**src/rtl/brt_pkg.sv**
```systemverilog
// constants, op-code decode and mode type for the boundary run-test engine
package brt_pkg;
    localparam int OPSEL_W = 3;
    localparam int HALF_W = 20;
    localparam int IO_W = 40;
    localparam int CTRL_HI = 47;
    localparam int CTRL_LO = 36;
    localparam int OE_AB_POS = 47;
    localparam int OE_BA_POS = 46;
    localparam int SYNC_STAGES = 2;
    localparam logic [2:0] OPSEL_RESET = 3'h0;
    localparam logic [11:0] CTRL_RESET = 12'hfff;
    localparam logic [39:0] IO_RESET = 40'h0;
    localparam logic [39:0] SHADOW_RESET = 40'h0;
    localparam logic [1:0] OP_LOW_TOGGLE = 2'h0;
    localparam logic [1:0] OP_LOW_PRPG40 = 2'h1;
    localparam logic [1:0] OP_LOW_PSA40 = 2'h2;
    localparam logic [2:0] OP_PSA_PRPG20 = 3'h3;
    localparam logic [2:0] OP_PSA_COUNT20 = 3'h7;
    // feedback taps, bit index within each register
    localparam int TAP40_A = 39;
    localparam int TAP40_B = 37;
    localparam int TAP40_C = 20;
    localparam int TAP40_D = 18;
    localparam int TAP20_A = 19;
    localparam int TAP20_B = 16;

    typedef enum logic [2:0] {
        MODE_TOGGLE,
        MODE_PRPG40,
        MODE_PSA40,
        MODE_PSA_PRPG20,
        MODE_PSA_COUNT20
    } brt_mode_t;

    function automatic brt_mode_t decode_op(input logic [2:0] op);
        brt_mode_t m;
        m = MODE_TOGGLE;
        if (op[1:0] == OP_LOW_TOGGLE) begin
            m = MODE_TOGGLE;
        end else if (op[1:0] == OP_LOW_PRPG40) begin
            m = MODE_PRPG40;
        end else if (op[1:0] == OP_LOW_PSA40) begin
            m = MODE_PSA40;
        end else if (op == OP_PSA_PRPG20) begin
            m = MODE_PSA_PRPG20;
        end else if (op == OP_PSA_COUNT20) begin
            m = MODE_PSA_COUNT20;
        end
        return m;
    endfunction : decode_op
endpackage : brt_pkg

```
**src/rtl/brt_engine.sv**
```systemverilog
// boundary run-test engine: op select, pin cells, test algorithms
// Contract
// - operation chosen from the low three bits of the select register only
// - operations run only with run-test instruction loaded in Run-Test/Idle
// - X00 toggle, X01 40-bit pattern, X10 40-bit signature
// - 011 signature plus pattern 20-bit; 111 signature plus count 20-bit
// - control cells 47..36 excluded; cells 47..46 still gate output drive
// - run only when direction enables differ, else behave as bypass
// - toggle mode: input-mode cells capture their pins each rising TCK
// - toggle mode: output cells invert on rise, drive pins on fall
// - pattern mode: 40-bit LFSR on rise, output-side shadows and pins on fall
// - signature mode: input pins folded into 40-bit signature on rise
// - 40-bit signature: output shadows hold and keep driving pins
// - combined mode: 20-bit signature in, 20-bit pattern out
// - count mode: output cells count up, inputs build 20-bit signature
// - distinct feedback arrangement per enabled direction
// - select register unchanged during capture
`timescale 1ns/1ps
`default_nettype none
module brt_engine (
    input wire logic i_clock,
    input wire logic i_rst,
    input wire logic i_clk_en,
    input wire logic i_tck,
    input wire logic i_tdi,
    input wire logic i_run_test_instr,
    input wire logic i_run_idle,
    input wire logic i_opsel_shift,
    input wire logic i_chain_shift,
    input wire logic i_chain_update,
    input wire logic [19:0] i_a_pin,
    input wire logic [19:0] i_b_pin,
    output logic [19:0] o_a_pin,
    output logic o_a_oe_n,
    output logic [19:0] o_b_pin,
    output logic o_b_oe_n,
    output logic o_opsel_tdo,
    output logic o_chain_tdo,
    output logic o_test_active
);
    localparam int SYNC_W = 7 + 2 * brt_pkg::HALF_W;

    logic [SYNC_W-1:0] raw_in;
    logic [SYNC_W-1:0] sync_in;
    logic tck_s;
    logic tdi_s;
    logic run_instr_s;
    logic run_idle_s;
    logic opsel_shift_s;
    logic chain_shift_s;
    logic chain_update_s;
    logic [19:0] a_s;
    logic [19:0] b_s;

    logic tck_prev_q;
    logic tck_prev_d;
    logic [2:0] opsel_q;
    logic [2:0] opsel_d;
    logic [47:36] ctrl_q;
    logic [47:36] ctrl_d;
    logic [39:0] io_q;
    logic [39:0] io_d;
    logic [39:0] shadow_q;
    logic [39:0] shadow_d;

    logic tck_rise;
    logic tck_fall;
    logic active;
    logic dir_ab;
    brt_pkg::brt_mode_t mode;
    logic [19:0] out_half;
    logic [19:0] in_half;
    logic [19:0] in_pins;
    logic [19:0] out_nx;
    logic [19:0] in_nx;

    assign raw_in = {i_tck, i_tdi, i_run_test_instr, i_run_idle,
                     i_opsel_shift, i_chain_shift, i_chain_update,
                     i_b_pin, i_a_pin};

    // tck and tap levels share one latency, so their relative timing holds
    brt_sync #(.WIDTH(SYNC_W)) u_sync (
        .i_clock(i_clock),
        .i_rst(i_rst),
        .i_clk_en(i_clk_en),
        .i_async(raw_in),
        .o_sync(sync_in)
    );

    assign {tck_s, tdi_s, run_instr_s, run_idle_s, opsel_shift_s,
            chain_shift_s, chain_update_s, b_s, a_s} = sync_in;

    function automatic logic [39:0] prpg40(input logic [39:0] v);
        logic fb;
        fb = v[brt_pkg::TAP40_A] ^ v[brt_pkg::TAP40_B]
           ^ v[brt_pkg::TAP40_C] ^ v[brt_pkg::TAP40_D];
        return {v[38:0], fb};
    endfunction : prpg40

    function automatic logic [19:0] prpg20(input logic [19:0] v);
        logic fb;
        fb = v[brt_pkg::TAP20_A] ^ v[brt_pkg::TAP20_B];
        return {v[18:0], fb};
    endfunction : prpg20

    assign tck_rise = tck_s & ~tck_prev_q;
    assign tck_fall = ~tck_s & tck_prev_q;
    assign mode = brt_pkg::decode_op(opsel_q);
    assign dir_ab = ~ctrl_q[brt_pkg::OE_AB_POS];
    assign active = run_instr_s & run_idle_s
                  & (ctrl_q[brt_pkg::OE_AB_POS] != ctrl_q[brt_pkg::OE_BA_POS]);
    // a-to-b drives the b port, so b cells are the output half
    assign out_half = dir_ab ? io_q[39:20] : io_q[19:0];
    assign in_half = dir_ab ? io_q[19:0] : io_q[39:20];
    assign in_pins = dir_ab ? a_s : b_s;

    always_comb begin
        out_nx = out_half;
        in_nx = in_half;
        case (mode)
            brt_pkg::MODE_TOGGLE: begin
                in_nx = in_pins;
                out_nx = ~out_half;
            end
            brt_pkg::MODE_PRPG40: begin
                {out_nx, in_nx} = prpg40({out_half, in_half});
            end
            brt_pkg::MODE_PSA40: begin
                {out_nx, in_nx} = prpg40({out_half, in_half})
                                ^ {20'h0, in_pins};
            end
            brt_pkg::MODE_PSA_PRPG20: begin
                in_nx = prpg20(in_half) ^ in_pins;
                out_nx = prpg20(out_half);
            end
            brt_pkg::MODE_PSA_COUNT20: begin
                in_nx = prpg20(in_half) ^ in_pins;
                out_nx = out_half + 20'h1;
            end
            default: begin
                out_nx = out_half;
                in_nx = in_half;
            end
        endcase
    end

    always_comb begin
        tck_prev_d = tck_prev_q;
        opsel_d = opsel_q;
        ctrl_d = ctrl_q;
        io_d = io_q;
        shadow_d = shadow_q;
        if (i_clk_en) begin
            tck_prev_d = tck_s;
            if (tck_rise) begin
                // only shift alters the select register; no capture load
                if (opsel_shift_s) begin
                    opsel_d = {tdi_s, opsel_q[2:1]};
                end
                if (active) begin
                    // control cells are left out of every algorithm
                    ctrl_d = ctrl_q;
                    // halves swap with direction, so feedback order differs
                    io_d = dir_ab ? {out_nx, in_nx} : {in_nx, out_nx};
                end else if (chain_shift_s) begin
                    {ctrl_d, io_d} = {tdi_s, ctrl_q, io_q[39:1]};
                end
            end
            if (tck_fall) begin
                if (active) begin
                    // input-side shadows never move; signature-40 holds all
                    if (mode != brt_pkg::MODE_PSA40) begin
                        if (dir_ab) begin
                            shadow_d[39:20] = io_q[39:20];
                        end else begin
                            shadow_d[19:0] = io_q[19:0];
                        end
                    end
                end else if (chain_update_s) begin
                    shadow_d = io_q;
                end
            end
        end
    end

    always_ff @(posedge i_clock or posedge i_rst) begin
        if (i_rst) begin
            tck_prev_q <= 1'b0;
            opsel_q <= brt_pkg::OPSEL_RESET;
            ctrl_q <= brt_pkg::CTRL_RESET;
            io_q <= brt_pkg::IO_RESET;
            shadow_q <= brt_pkg::SHADOW_RESET;
        end else begin
            tck_prev_q <= tck_prev_d;
            opsel_q <= opsel_d;
            ctrl_q <= ctrl_d;
            io_q <= io_d;
            shadow_q <= shadow_d;
        end
    end

    assign o_a_pin = shadow_q[19:0];
    assign o_b_pin = shadow_q[39:20];
    // outside test mode the normal path owns the pins, so stay released
    assign o_b_oe_n = run_instr_s ? ctrl_q[brt_pkg::OE_AB_POS] : 1'b1;
    assign o_a_oe_n = run_instr_s ? ctrl_q[brt_pkg::OE_BA_POS] : 1'b1;
    assign o_opsel_tdo = opsel_q[0];
    assign o_chain_tdo = io_q[0];
    assign o_test_active = active;
endmodule : brt_engine
`default_nettype wire

```
**src/rtl/brt_sync.sv**
```systemverilog
// two-stage synchroniser bank for inputs from outside the clock domain
`timescale 1ns/1ps
`default_nettype none
module brt_sync #(
    parameter int WIDTH = 1
) (
    input wire logic i_clock,
    input wire logic i_rst,
    input wire logic i_clk_en,
    input wire logic [WIDTH-1:0] i_async,
    output logic [WIDTH-1:0] o_sync
);
    logic [WIDTH-1:0] meta_q;
    logic [WIDTH-1:0] meta_d;
    logic [WIDTH-1:0] sync_q;
    logic [WIDTH-1:0] sync_d;

    always_comb begin
        meta_d = i_clk_en ? i_async : meta_q;
        sync_d = i_clk_en ? meta_q : sync_q;
    end

    always_ff @(posedge i_clock or posedge i_rst) begin
        if (i_rst) begin
            meta_q <= '0;
            sync_q <= '0;
        end else begin
            meta_q <= meta_d;
            sync_q <= sync_d;
        end
    end

    assign o_sync = sync_q;
endmodule : brt_sync
`default_nettype wire

```
**config.mk**
```make
export PLATFORM = sky130hd
export DESIGN_NAME = brt_engine
export DESIGN_NICKNAME = d
export VERILOG_FILES = /design/src/rtl/brt_pkg.sv /design/src/rtl/brt_engine.sv /design/src/rtl/brt_sync.sv
export SDC_FILE = /design/constraint.sdc
export NUM_CORES = 1
export LEC_CHECK = 0
export ABC_AREA = 0
export BUFFER_PORTS_ARGS = -buffer_cell sky130_fd_sc_hd__buf_2
export CORE_UTILIZATION = 56
export CTS_BUF_LIST = sky130_fd_sc_hd__clkbuf_8
export DETAILED_ROUTE_END_ITERATION = 8
export PLACE_DENSITY_LB_ADDON = 0.05
export SLEW_MARGIN = 15
export SYNTH_ARGS = -nofsm -noshare
export SYNTH_HDL_FRONTEND = slang
export SYNTH_SLANG_ARGS = --single-unit
```
**constraint.sdc**
```tcl
create_clock -name i_clock -period 5.8 [get_ports i_clock]
set_clock_uncertainty 0.15 [all_clocks]
set_input_delay 0.87 -clock i_clock [delete_from_list [all_inputs] [get_ports i_clock]]
set_output_delay 0.87 -clock i_clock [all_outputs]
set_load 0.01 [all_outputs]
```
Word level (Yosys, flattened, before mapping)
Index checks and enable logic that the tools add are counted.
{"block": "totals", "register_bits": 190, "inputBits": 50, "out_inout_bits": 45, "wordCells": 67}
{"block": "classes", "n_addsub": 1, "n_eq_ne": 13, "muxes": 20, "bitwise": 15, "reduce_logical": 10}
{"cell": "two-way mux 40 bit", "count": 6}
{"cell": "two-way mux 20 bit", "count": 5}
{"cell": "one-hot mux 20 bit (5 select lines)", "count": 1}
{"cell": "one-hot mux 20 bit (4 select lines)", "count": 1}
{"cell": "bitwise XOR 40 x 20 -> 40 bit", "count": 1}
{"cell": "adder 20 x 1 -> 20 bit, second input constant", "count": 1}
{"cell": "NOT 20 bit", "count": 1}
{"cell": "bitwise XOR 20 bit", "count": 1}
{"cell": "two-way mux 3 bit", "count": 5}
{"cell": "AND reduction 5 bit", "count": 2}
{"cell": "== test 3 x 2 -> 1 bit, second input constant", "count": 3}
{"cell": "== test 3 bit, second input constant", "count": 2}
{"cell": "AND reduction 3 bit", "count": 2}
{"cell": "bitwise XOR 1 bit", "count": 5}
{"cell": "AND 1 bit", "count": 4}
{"cell": "inequality test 2 x 1 -> 1 bit, second input constant", "count": 2}
{"cell": "AND reduction 4 bit", "count": 1}
{"cell": "nonzero test 2 bit", "count": 2}
{"cell": "== test 3 x 1 -> 1 bit, second input constant", "count": 1}
{"cell": "logical NOT 3 bit", "count": 1}
{"cell": "inequality test 3 x 2 -> 1 bit, second input constant", "count": 1}
{"cell": "NOT 1 bit", "count": 3}
{"cell": "== test 2 x 1 -> 1 bit, second input constant", "count": 1}
{"cell": "== test 2 bit, second input constant", "count": 1}
{"cell": "5 further kinds", "count": 6}

Logic depth before layout (Yosys ltp)
Gate-level depths: netlist (run 1).
{"block": "depth", "word_depth": 11, "depth_mapped": 12, "mapped_depth_nobuf": 8}

By module
A second synthesis (run 1) with hierarchy kept.
{"block": "hier_totals", "hier_cells": 976, "area_unflattened_um2": 10702.8}
{"mod": "brt_engine", "n_inst": 1, "cells_each": 777, "area_per_inst_um2": 7198.2}
{"mod": "brt_sync", "n_inst": 1, "cells_each": 199, "area_per_inst_um2": 3504.6}

Least setup slack after synthesis (run 1)
No wires, ideal clock.
{"block": "synth_timing", "kind": "reg-to-reg", "start": "reg ctrl_q[47] in the netlist's numbering", "end": "reg io_q[38]", "arrival_time_ns": 2.511, "slack_ns": 3.004, "path_stages_with_launch": 13, "cell_sequence": "dfstp_2 -> buf_6 -> buf_8 -> buf_6 -> buf_4 -> mux2_2 -> ha_1 -> inv_1 -> a211oi_4 -> nand4_1 -> nor2_1 -> mux2i_1 -> o211ai_1"}
{"block": "synth_via", "elab_chain_len": 5, "word_cells_on_any_way": 15, "cone_classes": "add/sub: 1; eq/ne: 1; mux: 7; bitwise: 4; reduce/logical: 2"}
{"element": "start: declaration", "line": "brt_engine.sv:59", "rtl": "logic [47:36] ctrl_q;"}
{"element": "start signal: assignment", "line": "brt_engine.sv:190", "rtl": "ctrl_q <= brt_pkg::CTRL_RESET;"}
{"element": "start signal: assignment", "line": "brt_engine.sv:196", "rtl": "ctrl_q <= ctrl_d;"}
{"element": "two-way mux 20 bit (on tied branches)", "line": "brt_engine.sv:113, brt_engine.sv:114, brt_engine.sv:115"}
{"element": "adder 20 x 1 -> 20 bit, or another cell as far along", "line": "brt_engine.sv:138", "rtl": "out_nx = out_half + 20'h1;"}
{"element": "one-hot mux 20 bit (5 select lines) or one-hot mux 20 bit (4 select lines) (tied branches)", "line": "brt_engine.sv:120", "rtl": "case (mode)"}
{"element": "two-way mux 40 bit", "line": "brt_engine.sv:164", "rtl": "io_d = dir_ab ? {out_nx, in_nx} : {in_nx, out_nx};"}
{"element": "two-way mux 40 bit", "line": "brt_engine.sv:160", "rtl": "if (active) begin"}
{"element": "end signal: assignment", "line": "brt_engine.sv:191", "rtl": "io_q <= brt_pkg::IO_RESET;"}
{"element": "end signal: assignment", "line": "brt_engine.sv:197", "rtl": "io_q <= io_d;"}
{"element": "end: declaration", "line": "brt_engine.sv:61", "rtl": "logic [39:0] io_q;"}
Several ways; a longest one is shown, not always the timed one.
A chain may end at the register's enable or synchronous reset.

Final worst setup path (run 1)
{"block": "layout_timing", "start": "reg ctrl_q[47] in the netlist's numbering", "end": "reg io_q[0]"}
{"block": "layout_via", "elab_chain_len": 8, "word_cells_on_any_way": 20, "cone_classes": "add/sub: 1; eq/ne: 1; mux: 7; bitwise: 9; reduce/logical: 2"}
{"element": "branches (longest 8 deep; another with adder 20 x 1 -> 20 bit)"}
Several ways; the timed one is not identified.

==> impl_metrics.yaml, run 1 <==
critical_path:
  cp-end-kind: "register"
  slowest_stage: "buf_4"
  path_class: "register to register"
  r2r_setup_slack_ns: 1.83
  worstPathMaxFanout: 61
  cp_slowest_stage_delay_ns: 0.75
  startpoint_type: "register"
  cp_data_required_time_ns: 5.98
  reg2reg_from: "ctrl_q[47]"
  cp-startpoint: "ctrl_q[47]"
  path_cells: "buf_4, buf_4, mux2i_1, xor3_1, a211o_1, a221oi_1, a211o_1, o211ai_1"
  crit_arrival_ns: 4.15
pwr:
  leakagePower_nw: 4.87
  power_density_nw_per_um2: 543
  finalPower_w: 0.00622
  ir_drop_v: 0.000235
die:
  ioPinCount: 95
  die_w_um: 139
  die_area_sq_um: 19500
  core.rowCount: 49
  initial_core_util_pct: 57.9
  coreArea_sq_um: 18300
  dieHeight_um: 139
routing:
  wl_um: 26800
  drc_errors: 0
  drt-initial-drc-count: 863
  vias_per_cell: 6.53
  firstDrtPassIters: 5
  routed-via-count: 8037
  postRouteAntennaNets: 0
  wl_per_cell_um: 21.8
layout:
  final_util_pct: 62.8
  diodes: 0
  drive_gt1_share_pct: 34.4
  multi_input_area_sq_um: 5400
  area_growth_pct: 8.38
  fill_cells: 1521
  nets: 1044
  ff_latch_area_sq_um: 4770
  fin_cells: 1231
timing:
  setup_viol: 0
  timing.slew.headroom_pct: 17.9
  min_period_over_period_pct: 68.4
  fmax_mhz: 252
  slew_violations: 0
  post-route-min-period_ns: 3.97
  tightest_slew_ns: 1.23
  rsz0062_at_grt: "false"
  hold_viol: 0
  finalSetupTns_ns: 0
synthesis:
  synth_flop_cell: "dfrtp_1"
  ys_seq_area_share_pct: 45.1
  synth_top_cell_area_share_pct: 42.1
  yosysWarnings: 0
  syn_area_sq_um: 10600
  syn_inst: 948
  netlist_top_cells_area: "dfrtp_1, mux2_2, mux2i_1"
  async_flop_share_pct: 100
  yosysUniqueCellTypes: 76
  synth_edf_count: 0
  synth_most_common_cell: "dfrtp_1"
  synth_top_area_cell: "dfrtp_1"
  synth_nets: 1003
  ys_ff_latch: 190
  syn_area_per_cell_sq_um: 11.2
  synth_common_cells: "dfrtp_1, mux2_2, clkbuf_1"
cts:
  cts_made_buffers: 17
  root_buffer: "clkbuf_8"
  worstSkewPairLatency_ns: 0.48
  cts_buffer_depth: 2
  clkTransAtPathRegs_ns: 0.11
  cts_setup_buffers: 0
  cts_tree: "yes"
  cts_resized: 0
  htreeDepth: 4
  hold_buffers: 0
  cts_sinks: 190
place:
  io_buffers: 94
  dp_cells: 1199
  dp_hpwl_um: 18700
  place_congestion: 0.890
status:
  status: "complete, no violations"
global_routing:
  grt_pass1_wl_um: 43900
  grt_use_total_pct: 28.9
  grt_max_degree: 99
  overflow: 0
  antenna_found_initial: 0
  first_global_vias: 8001
min_path:
  hold_class: "input pin to async pin"
job:
  drv_cap: 0
==> worst max-delay path, delay by kind of cell, from the launching register on <==
kind,cells,cell delay (ns)
mux,1,0.47
compound gates,4,0.75
flops,1,0.64
buf+inv,2,1.38
xor+xnor,1,0.39
==> per-stage QoR <==
| step | hold slack [ns] | setup slack [ns] | area, sq um |
|---|---|---|---|
| 4_1_cts | 0.247 | 1.88 | 11500 |
| 2_1_floorplan | 0.299 | 2.34 | 10600 |
| 6_report | 0.253 | 1.83 | 11500 |
| 3_3_place_gp | 0.316 | 2.00 | 11100 |
| 3_5_place_dp | 0.326 | 1.90 | 11100 |
| 5_1_grt | 0.262 | 1.63 | 11500 |
==> flip-flops by register name (all words and copies together) (netlist names) <==
name / count
u_sync.meta_q: 47
u_sync.o_sync: 47
io_q: 40
shadow_q: 40
ctrl_q: 12
opsel_q: 3
tck_prev_q: 1
==> worst paths after layout <==
kind,to,depth (start not counted)
min in group i_clock,shadow_q[11],1
min,u_sync.meta_q[36],2
max in group asynchronous,io_q[7],3
min reg2reg,shadow_q[11],1
max,io_q[0],8
max reg2reg,io_q[0],8
==> kinds of logic after synthesis <==
family                   Yosys count  synth area share (%)
AO/OA/AOI/OAI                    230                  15.1
XOR/XNOR                          47                  4.24
adder cells (fa/ha/maj)            5                 0.591
buffers and inverters             94                  4.10
flip-flops                       190                  45.1
multiplexers                     216                  22.6
AND/OR/NAND/NOR                  166                  8.31
==> power breakdown <==
group	internal [W]	total, W	switching [W]
combinational	0.00133	0.00311	0.00178
clock	0.000325	0.000863	0.000537
sequential	0.00172	0.00226	0.000538
==> final cells by class <==
cell class	instances	share of cell area, %
Multi-Input combinational cell	664	47.0
Sequential cell	190	41.6
Timing Repair Buffer	104	4.89
Tap cell	229	2.50
Clock buffer	17	2.04
Clock inverter	15	1.49
Inverter	12	0.447
==> layout by cell type (no fill, tap or decap), drive strengths merged, types with 6 or more instances in the layout <==
cell type and n:
o211ai 11, a221oi 12, mux2i 38, xnor2 13, dfrtp 178, o21ai 58, a211o 7, nor2 43
o221ai 23, a22oi 18, nand2b 6, nand3 15, clkinv 9, buf 104, nand4 11, xor2 32
a21oi 47, dfstp 12, o22ai 9, and3 18, a31oi 6, nand2 42, inv 16, mux2 178
clkbuf 17
==> routing by layer <==
| layer | part of all wire, % | up-vias | wire length (um) | track usage (%) |
|---|---|---|---|---|
| li1 | - | 3623 | - | - |
| met5 | 0 | - | 0 | 0 |
| met4 | 2.2 | 0 | 590 | 9.18 |
| met2 | 46 | 354 | 12200 | 44.6 |
| met3 | 7.6 | 50 | 2050 | 5.47 |
| met1 | 44 | 4010 | 11900 | 41.2 |
Note: power is estimated with default switching activity, not from simulation.
==> run 2: changes to the inputs <==
--- a/config.mk
+++ b/config.mk
@@ -5,7 +5,7 @@
 export SDC_FILE = /design/constraint.sdc
 export NUM_CORES = 1
 export LEC_CHECK = 0
-export ABC_AREA = 0
+export ABC_AREA = 1
 export BUFFER_PORTS_ARGS = -buffer_cell sky130_fd_sc_hd__buf_2
 export CORE_UTILIZATION = 56
 export CTS_BUF_LIST = sky130_fd_sc_hd__clkbuf_8
==> constraint.sdc (replaced) <==
create_clock -name i_clock -period 3.37 [get_ports i_clock]
set_clock_uncertainty 0.15 [all_clocks]
set_input_delay 0.5055 -clock i_clock [delete_from_list [all_inputs] [get_ports i_clock]]
set_output_delay 0.5055 -clock i_clock [all_outputs]
set_load 0.01 [all_outputs]
==> impl_metrics.yaml, run 2 <==
pwr:
  comb_power_share_pct: 51.1
  leakagePower_nw: 5.91
  switching_share_pct: 49.4
  p_clk_share_pct: 14.9
  ir_drop_v: 0.000351
  power_density_nw_per_um2: 858
  internal_power_w: 0.00516
  p_seq_share_pct: 33.9
  switchingPower_w: 0.00504
layout:
  fin_cells: 1863
  final_common_cell: "nand2_1"
  diodes: 0
  area_growth_pct: 9.21
  final_cell_mix: "nand2_1, dfrtp_1, o21ai_0, nor2_1, inv_1"
  drive_gt1_share_pct: 14.6
  nets: 1646
  fill_cells: 1804
status:
  status: "complete, but fails checks"
  violations: "negative hold slack"
synthesis:
  netlist_top_cells_area: "dfrtp_1, nand2_1, o21ai_0"
  syn_area_per_cell_sq_um: 7.13
  ys_seq_area_share_pct: 43.8
  synth_common_cells: "nand2_1, dfrtp_1, o21ai_0"
  synth_top_cell_area_share_pct: 40.9
  async_flop_share_pct: 100
  syn_inst: 1528
  yosysWarnings: 0
  ys_ff_latch: 190
  synth_flop_cell: "dfrtp_1"
  synth_top_area_cell: "dfrtp_1"
  yosysUniqueCellTypes: 48
  synth_nets: 1583
  synth_most_common_cell: "nand2_1"
  syn_area_sq_um: 10900
  synth_edf_count: 0
cts:
  cts_buffer_depth: 2
  cts_made_buffers: 17
  hold_buffers: 0
  cts_setup_buffers: 0
  htreeDepth: 4
  cts_resized: 0
  root_buffer: "clkbuf_8"
  cts_sinks: 190
  cts_tree: "yes"
  clkTransAtPathRegs_ns: 0.11
  worstSkewPairLatency_ns: 0.48
global_routing:
  overflow: 0
  grt_pass1_wl_um: 47900
  grt_max_degree: 121
  grt_use_total_pct: 30.9
  first_global_vias: 9140
  antenna_found_initial: 0
critical_path:
  startpoint_type: "register"
  r2r_setup_slack_ns: 0.50
  worstPathMaxFanout: 27
  reg2reg_to: "io_q[26]"
  crit_arrival_ns: 2.52
  cp_data_required_time_ns: 2.71
  cp-end-kind: "output port"
  path_class: "register to output port"
  reg2reg_depth: 12
  reg2reg_from: "ctrl_q[47]"
die:
  coreArea_sq_um: 18900
  die_area_sq_um: 20000
  initial_core_util_pct: 57.6
  core.rowCount: 50
  dieHeight_um: 141
  die_w_um: 141
  ioPinCount: 95
timing:
  hold_ws_ns: -0.0106
  timing.slew.headroom_pct: 33.4
  hold_viol: 4
  rsz0062_at_grt: "false"
  slew_violations: 0
  min_period_over_period_pct: 94.4
  setup_viol: 0
  post-route-min-period_ns: 3.18
  finalSetupTns_ns: 0
  fmax_mhz: 314
  tightest_slew_ns: 0.999
routing:
  firstDrtPassIters: 5
  drc_errors: 0
  wl_um: 29500
  vias_per_cell: 5.34
  drt-initial-drc-count: 781
  routed-via-count: 9949
  wl_per_cell_um: 15.8
  postRouteAntennaNets: 0
place:
  dp_hpwl_um: 21200
  place_congestion: 0.959
  io_buffers: 94
  dp_cells: 1832
job:
  drv_cap: 0
min_path:
  hold_class: "input pin to async pin"
-- run 2: worst max path at each step --
| stage | start | endpoint | slack (ns) | cells past startpoint |
|---|---|---|---|---|
| floorplan | i_rst | io_q[0] | 0.28 | 1 |
| global placement | opsel_q[0] | io_q[4] | 0.60 | 11 |
| detailed placement | ctrl_q[47] | io_q[14] | 0.54 | 12 |
| CTS | ctrl_q[47] | o_test_active | 0.20 | 6 |
| global route | ctrl_q[47] | o_test_active | 0.06 | 6 |
| finish | ctrl_q[47] | o_test_active | 0.19 | 6 |
-- run 2: cell type report --
type,count,area [sq um],share of cell area (%)
clock buffers,17,234,1.97
clock inverters,14,175,1.47
inverters,139,534,4.49
multi-input cells,1125,5140,43.3
flip-flops and latches,190,4770,40.1
well taps,260,325,2.74
repair buffers,118,703,5.91
-- run 2: critical path: stages (launching register included) --
cell	delay, ns
dfstp_4	0.79
inv_8	0.04
a21oi_2	0.14
nand3_2	0.27
buf_4	0.27
clkinv_2	0.33
buf_2	0.22
-- run 2: per-layer routing --
layer  wire length [um]  track usage, %  up-vias  part of all wire (%)
li1                   -               -     4990                     -
met5                  0               0        -                     0
met2              13400            48.3      327                    46
met3               1830            4.79       55                   6.2
met1              13500            44.2     4577                    46
met4                730            10.4        0                   2.5
-- run 2: cell families (layout without fill, tap and decap cells) --
kind of cell	Yosys count	in the layout	synth area share, %
compound gates	314	314	15.8
flops	190	190	43.8
xor+xnor	2	2	0.161
simple gates	803	803	30.6
buf+inv	213	288	8.94
mux	1	1	0.103
fa+ha+maj	5	5	0.575
-- run 2: power by group through the flow --
stage | logic (W) | clock network [W] | registers [W]
after CTS | 0.00515 | 0.00156 | 0.00346
final | 0.00522 | 0.00152 | 0.00346
after global routing | 0.00582 | 0.00165 | 0.00355
after floorplan | 0.00368 | 0 | 0.00347
after detailed placement | 0.00513 | 0 | 0.00350
after global placement | 0.00508 | 0 | 0.00349
-- run 2: metrics by stage --
step	utilization (%)	hold slack [ns]	power [W]	setup WS, ns	area, sq um
after global routing	62.9	0.0171	0.0110	0.0650	11900
after detailed placement	60.8	0.308	0.00863	0.538	11500
after CTS	62.9	0.00245	0.0102	0.196	11900
final	62.9	-0.0106	0.0102	0.190	11900
after global placement	60.8	0.298	0.00857	0.597	11500
after floorplan	-	0.287	0.00715	0.276	10900
==> run 3: changes to the inputs <==
--- a/config.mk
+++ b/config.mk
@@ -6,10 +6,10 @@
 export NUM_CORES = 1
 export LEC_CHECK = 0
 export ABC_AREA = 1
-export BUFFER_PORTS_ARGS = -buffer_cell sky130_fd_sc_hd__buf_2
-export CORE_UTILIZATION = 56
+export CORE_UTILIZATION = 65
 export CTS_BUF_LIST = sky130_fd_sc_hd__clkbuf_8
 export DETAILED_ROUTE_END_ITERATION = 8
+export DONT_BUFFER_PORTS = 1
 export PLACE_DENSITY_LB_ADDON = 0.05
 export SLEW_MARGIN = 15
 export SYNTH_ARGS = -nofsm -noshare
==> constraint.sdc (replaced) <==
create_clock -name i_clock -period 3.35 [get_ports i_clock]
set_clock_uncertainty 0.15 [all_clocks]
set_input_delay 0.335 -clock i_clock [delete_from_list [all_inputs] [get_ports i_clock]]
set_output_delay 0.335 -clock i_clock [all_outputs]
set_load 0.01 [all_outputs]
==> impl_metrics.yaml, run 3 (synthesized netlist as in run 2, its figures left out) <==
status:
  status: "complete, no violations"
global_routing:
  met1_usage_pct: 49.5
  grtUsageMet2_pct: 58.5
  overflow: 0
  first_global_vias: 9533
  grt_use_total_pct: 36.4
  antenna_found_initial: 0
  gr-usage-met3_pct: 6.60
  busiest_layer: "met2"
  grt_max_degree: 123
  grt_pass1_wl_um: 49500
cts:
  cts_buffer_depth: 2
  cts_tree: "yes"
  htreeDepth: 4
  cts_setup_buffers: 0
  root_buffer: "clkbuf_8"
  cts_sinks: 190
  clkTransAtPathRegs_ns: 0.11
  cts_made_buffers: 17
  hold_buffers: 49
  worstSkewPairLatency_ns: 0.50
  cts_resized: 0
pwr:
  ir_drop_v: 0.000479
  power_density_nw_per_um2: 853
  leakagePower_nw: 5.72
  finalPower_w: 0.0101
critical_path:
  crit_arrival_ns: 2.53
  cp-end-kind: "output port"
  startpoint_type: "register"
  worstSetupEndpoint: "o_test_active"
  cp-startpoint: "ctrl_q[47]"
  reg2reg_from: "ctrl_q[47]"
  cp_data_required_time_ns: 2.86
  reg2reg_to: "io_q[31]"
  reg2reg_depth: 10
  r2r_setup_slack_ns: 0.40
  worstPathMaxFanout: 41
  path_class: "register to output port"
die:
  core.rowCount: 46
  die_area_sq_um: 17300
  dieHeight_um: 131
  initial_core_util_pct: 67.6
  ioPinCount: 95
  coreArea_sq_um: 16100
  die_w_um: 131
layout:
  final_util_pct: 73.5
  final_common_cell: "nand2_1"
  diodes: 0
  drive_gt1_share_pct: 8.75
  area_growth_pct: 8.80
  nets: 1596
  fin_area_sq_um: 11800
  final_cell_mix: "nand2_1, dfrtp_1, o21ai_0, inv_1, nor2_1"
routing:
  drt-initial-drc-count: 1128
  drc_errors: 0
  vias_per_cell: 5.77
  routed-via-count: 10218
  firstDrtPassIters: 8
  postRouteAntennaNets: 0
  wl_um: 30300
  wl_per_cell_um: 17.1
timing:
  setup_viol: 0
  fmax_mhz: 331
  rsz0062_at_grt: "false"
  slew_violations: 0
  timing.slew.headroom_pct: 53.5
  hold_viol: 0
  post-route-min-period_ns: 3.02
  min_period_over_period_pct: 90.1
  tightest_slew_ns: 0.690
  finalSetupTns_ns: 0
place:
  dpl_cell_area_sq_um: 10900
  place_congestion: 0.950
  dp_hpwl_um: 20300
  io_buffers: 0
job:
  drv_cap: 0
min_path:
  hold_class: "input pin to register"
## run 3: cell type report
type	instances	area (sq um)
clock inverter	15	176
fill	1273	4270
multi-input combinational	1125	5140
tap	216	270
inverter	139	534
timing repair buffer	68	713
clock buffer	17	234
sequential	190	4770
## run 3: critical path, stage by stage, from the launching register on
cell and delay, ns:
dfstp_4 0.92, inv_8 0.18, a21oi_2 0.21, nand3_2 0.12, buf_4 0.25, clkinv_2 0.34
## run 3: power breakdown
group | internal, W | switching, W
clock network | 0.000563 | 0.000960
logic | 0.00147 | 0.00341
registers | 0.00298 | 0.000716
total | 0.00502 | 0.00509
## run 3: metal layers
metal,share of wire [%],vias to the layer above
met4,2.5,0
met1,42,4752
li1,-,4894
met2,47,503
met3,8.4,69
met5,0,-
## run 3: how the worst min path moves through the flow
stage | start | to | depth (start not counted)
finish | i_clk_en | u_sync.o_sync[42] | 3
floorplan | u_sync.o_sync[2] | u_sync.o_sync[2] | 2
global placement | i_rst | u_sync.o_sync[42] | 1
detailed placement | i_rst | u_sync.o_sync[42] | 1
global route | i_rst | u_sync.o_sync[42] | 2
CTS | i_clk_en | u_sync.meta_q[42] | 3
## run 3: stage by stage
stage          cells  hold slack, ns  worst slack (ns)
6_report        1770          0.0683             0.333
5_1_grt         1770           0.111             0.243
4_1_cts         1770          0.0801             0.355
3_5_place_dp    1689          0.0111             0.499
3_3_place_gp    1689         0.00914             0.589
2_1_floorplan   1528           0.287             0.426
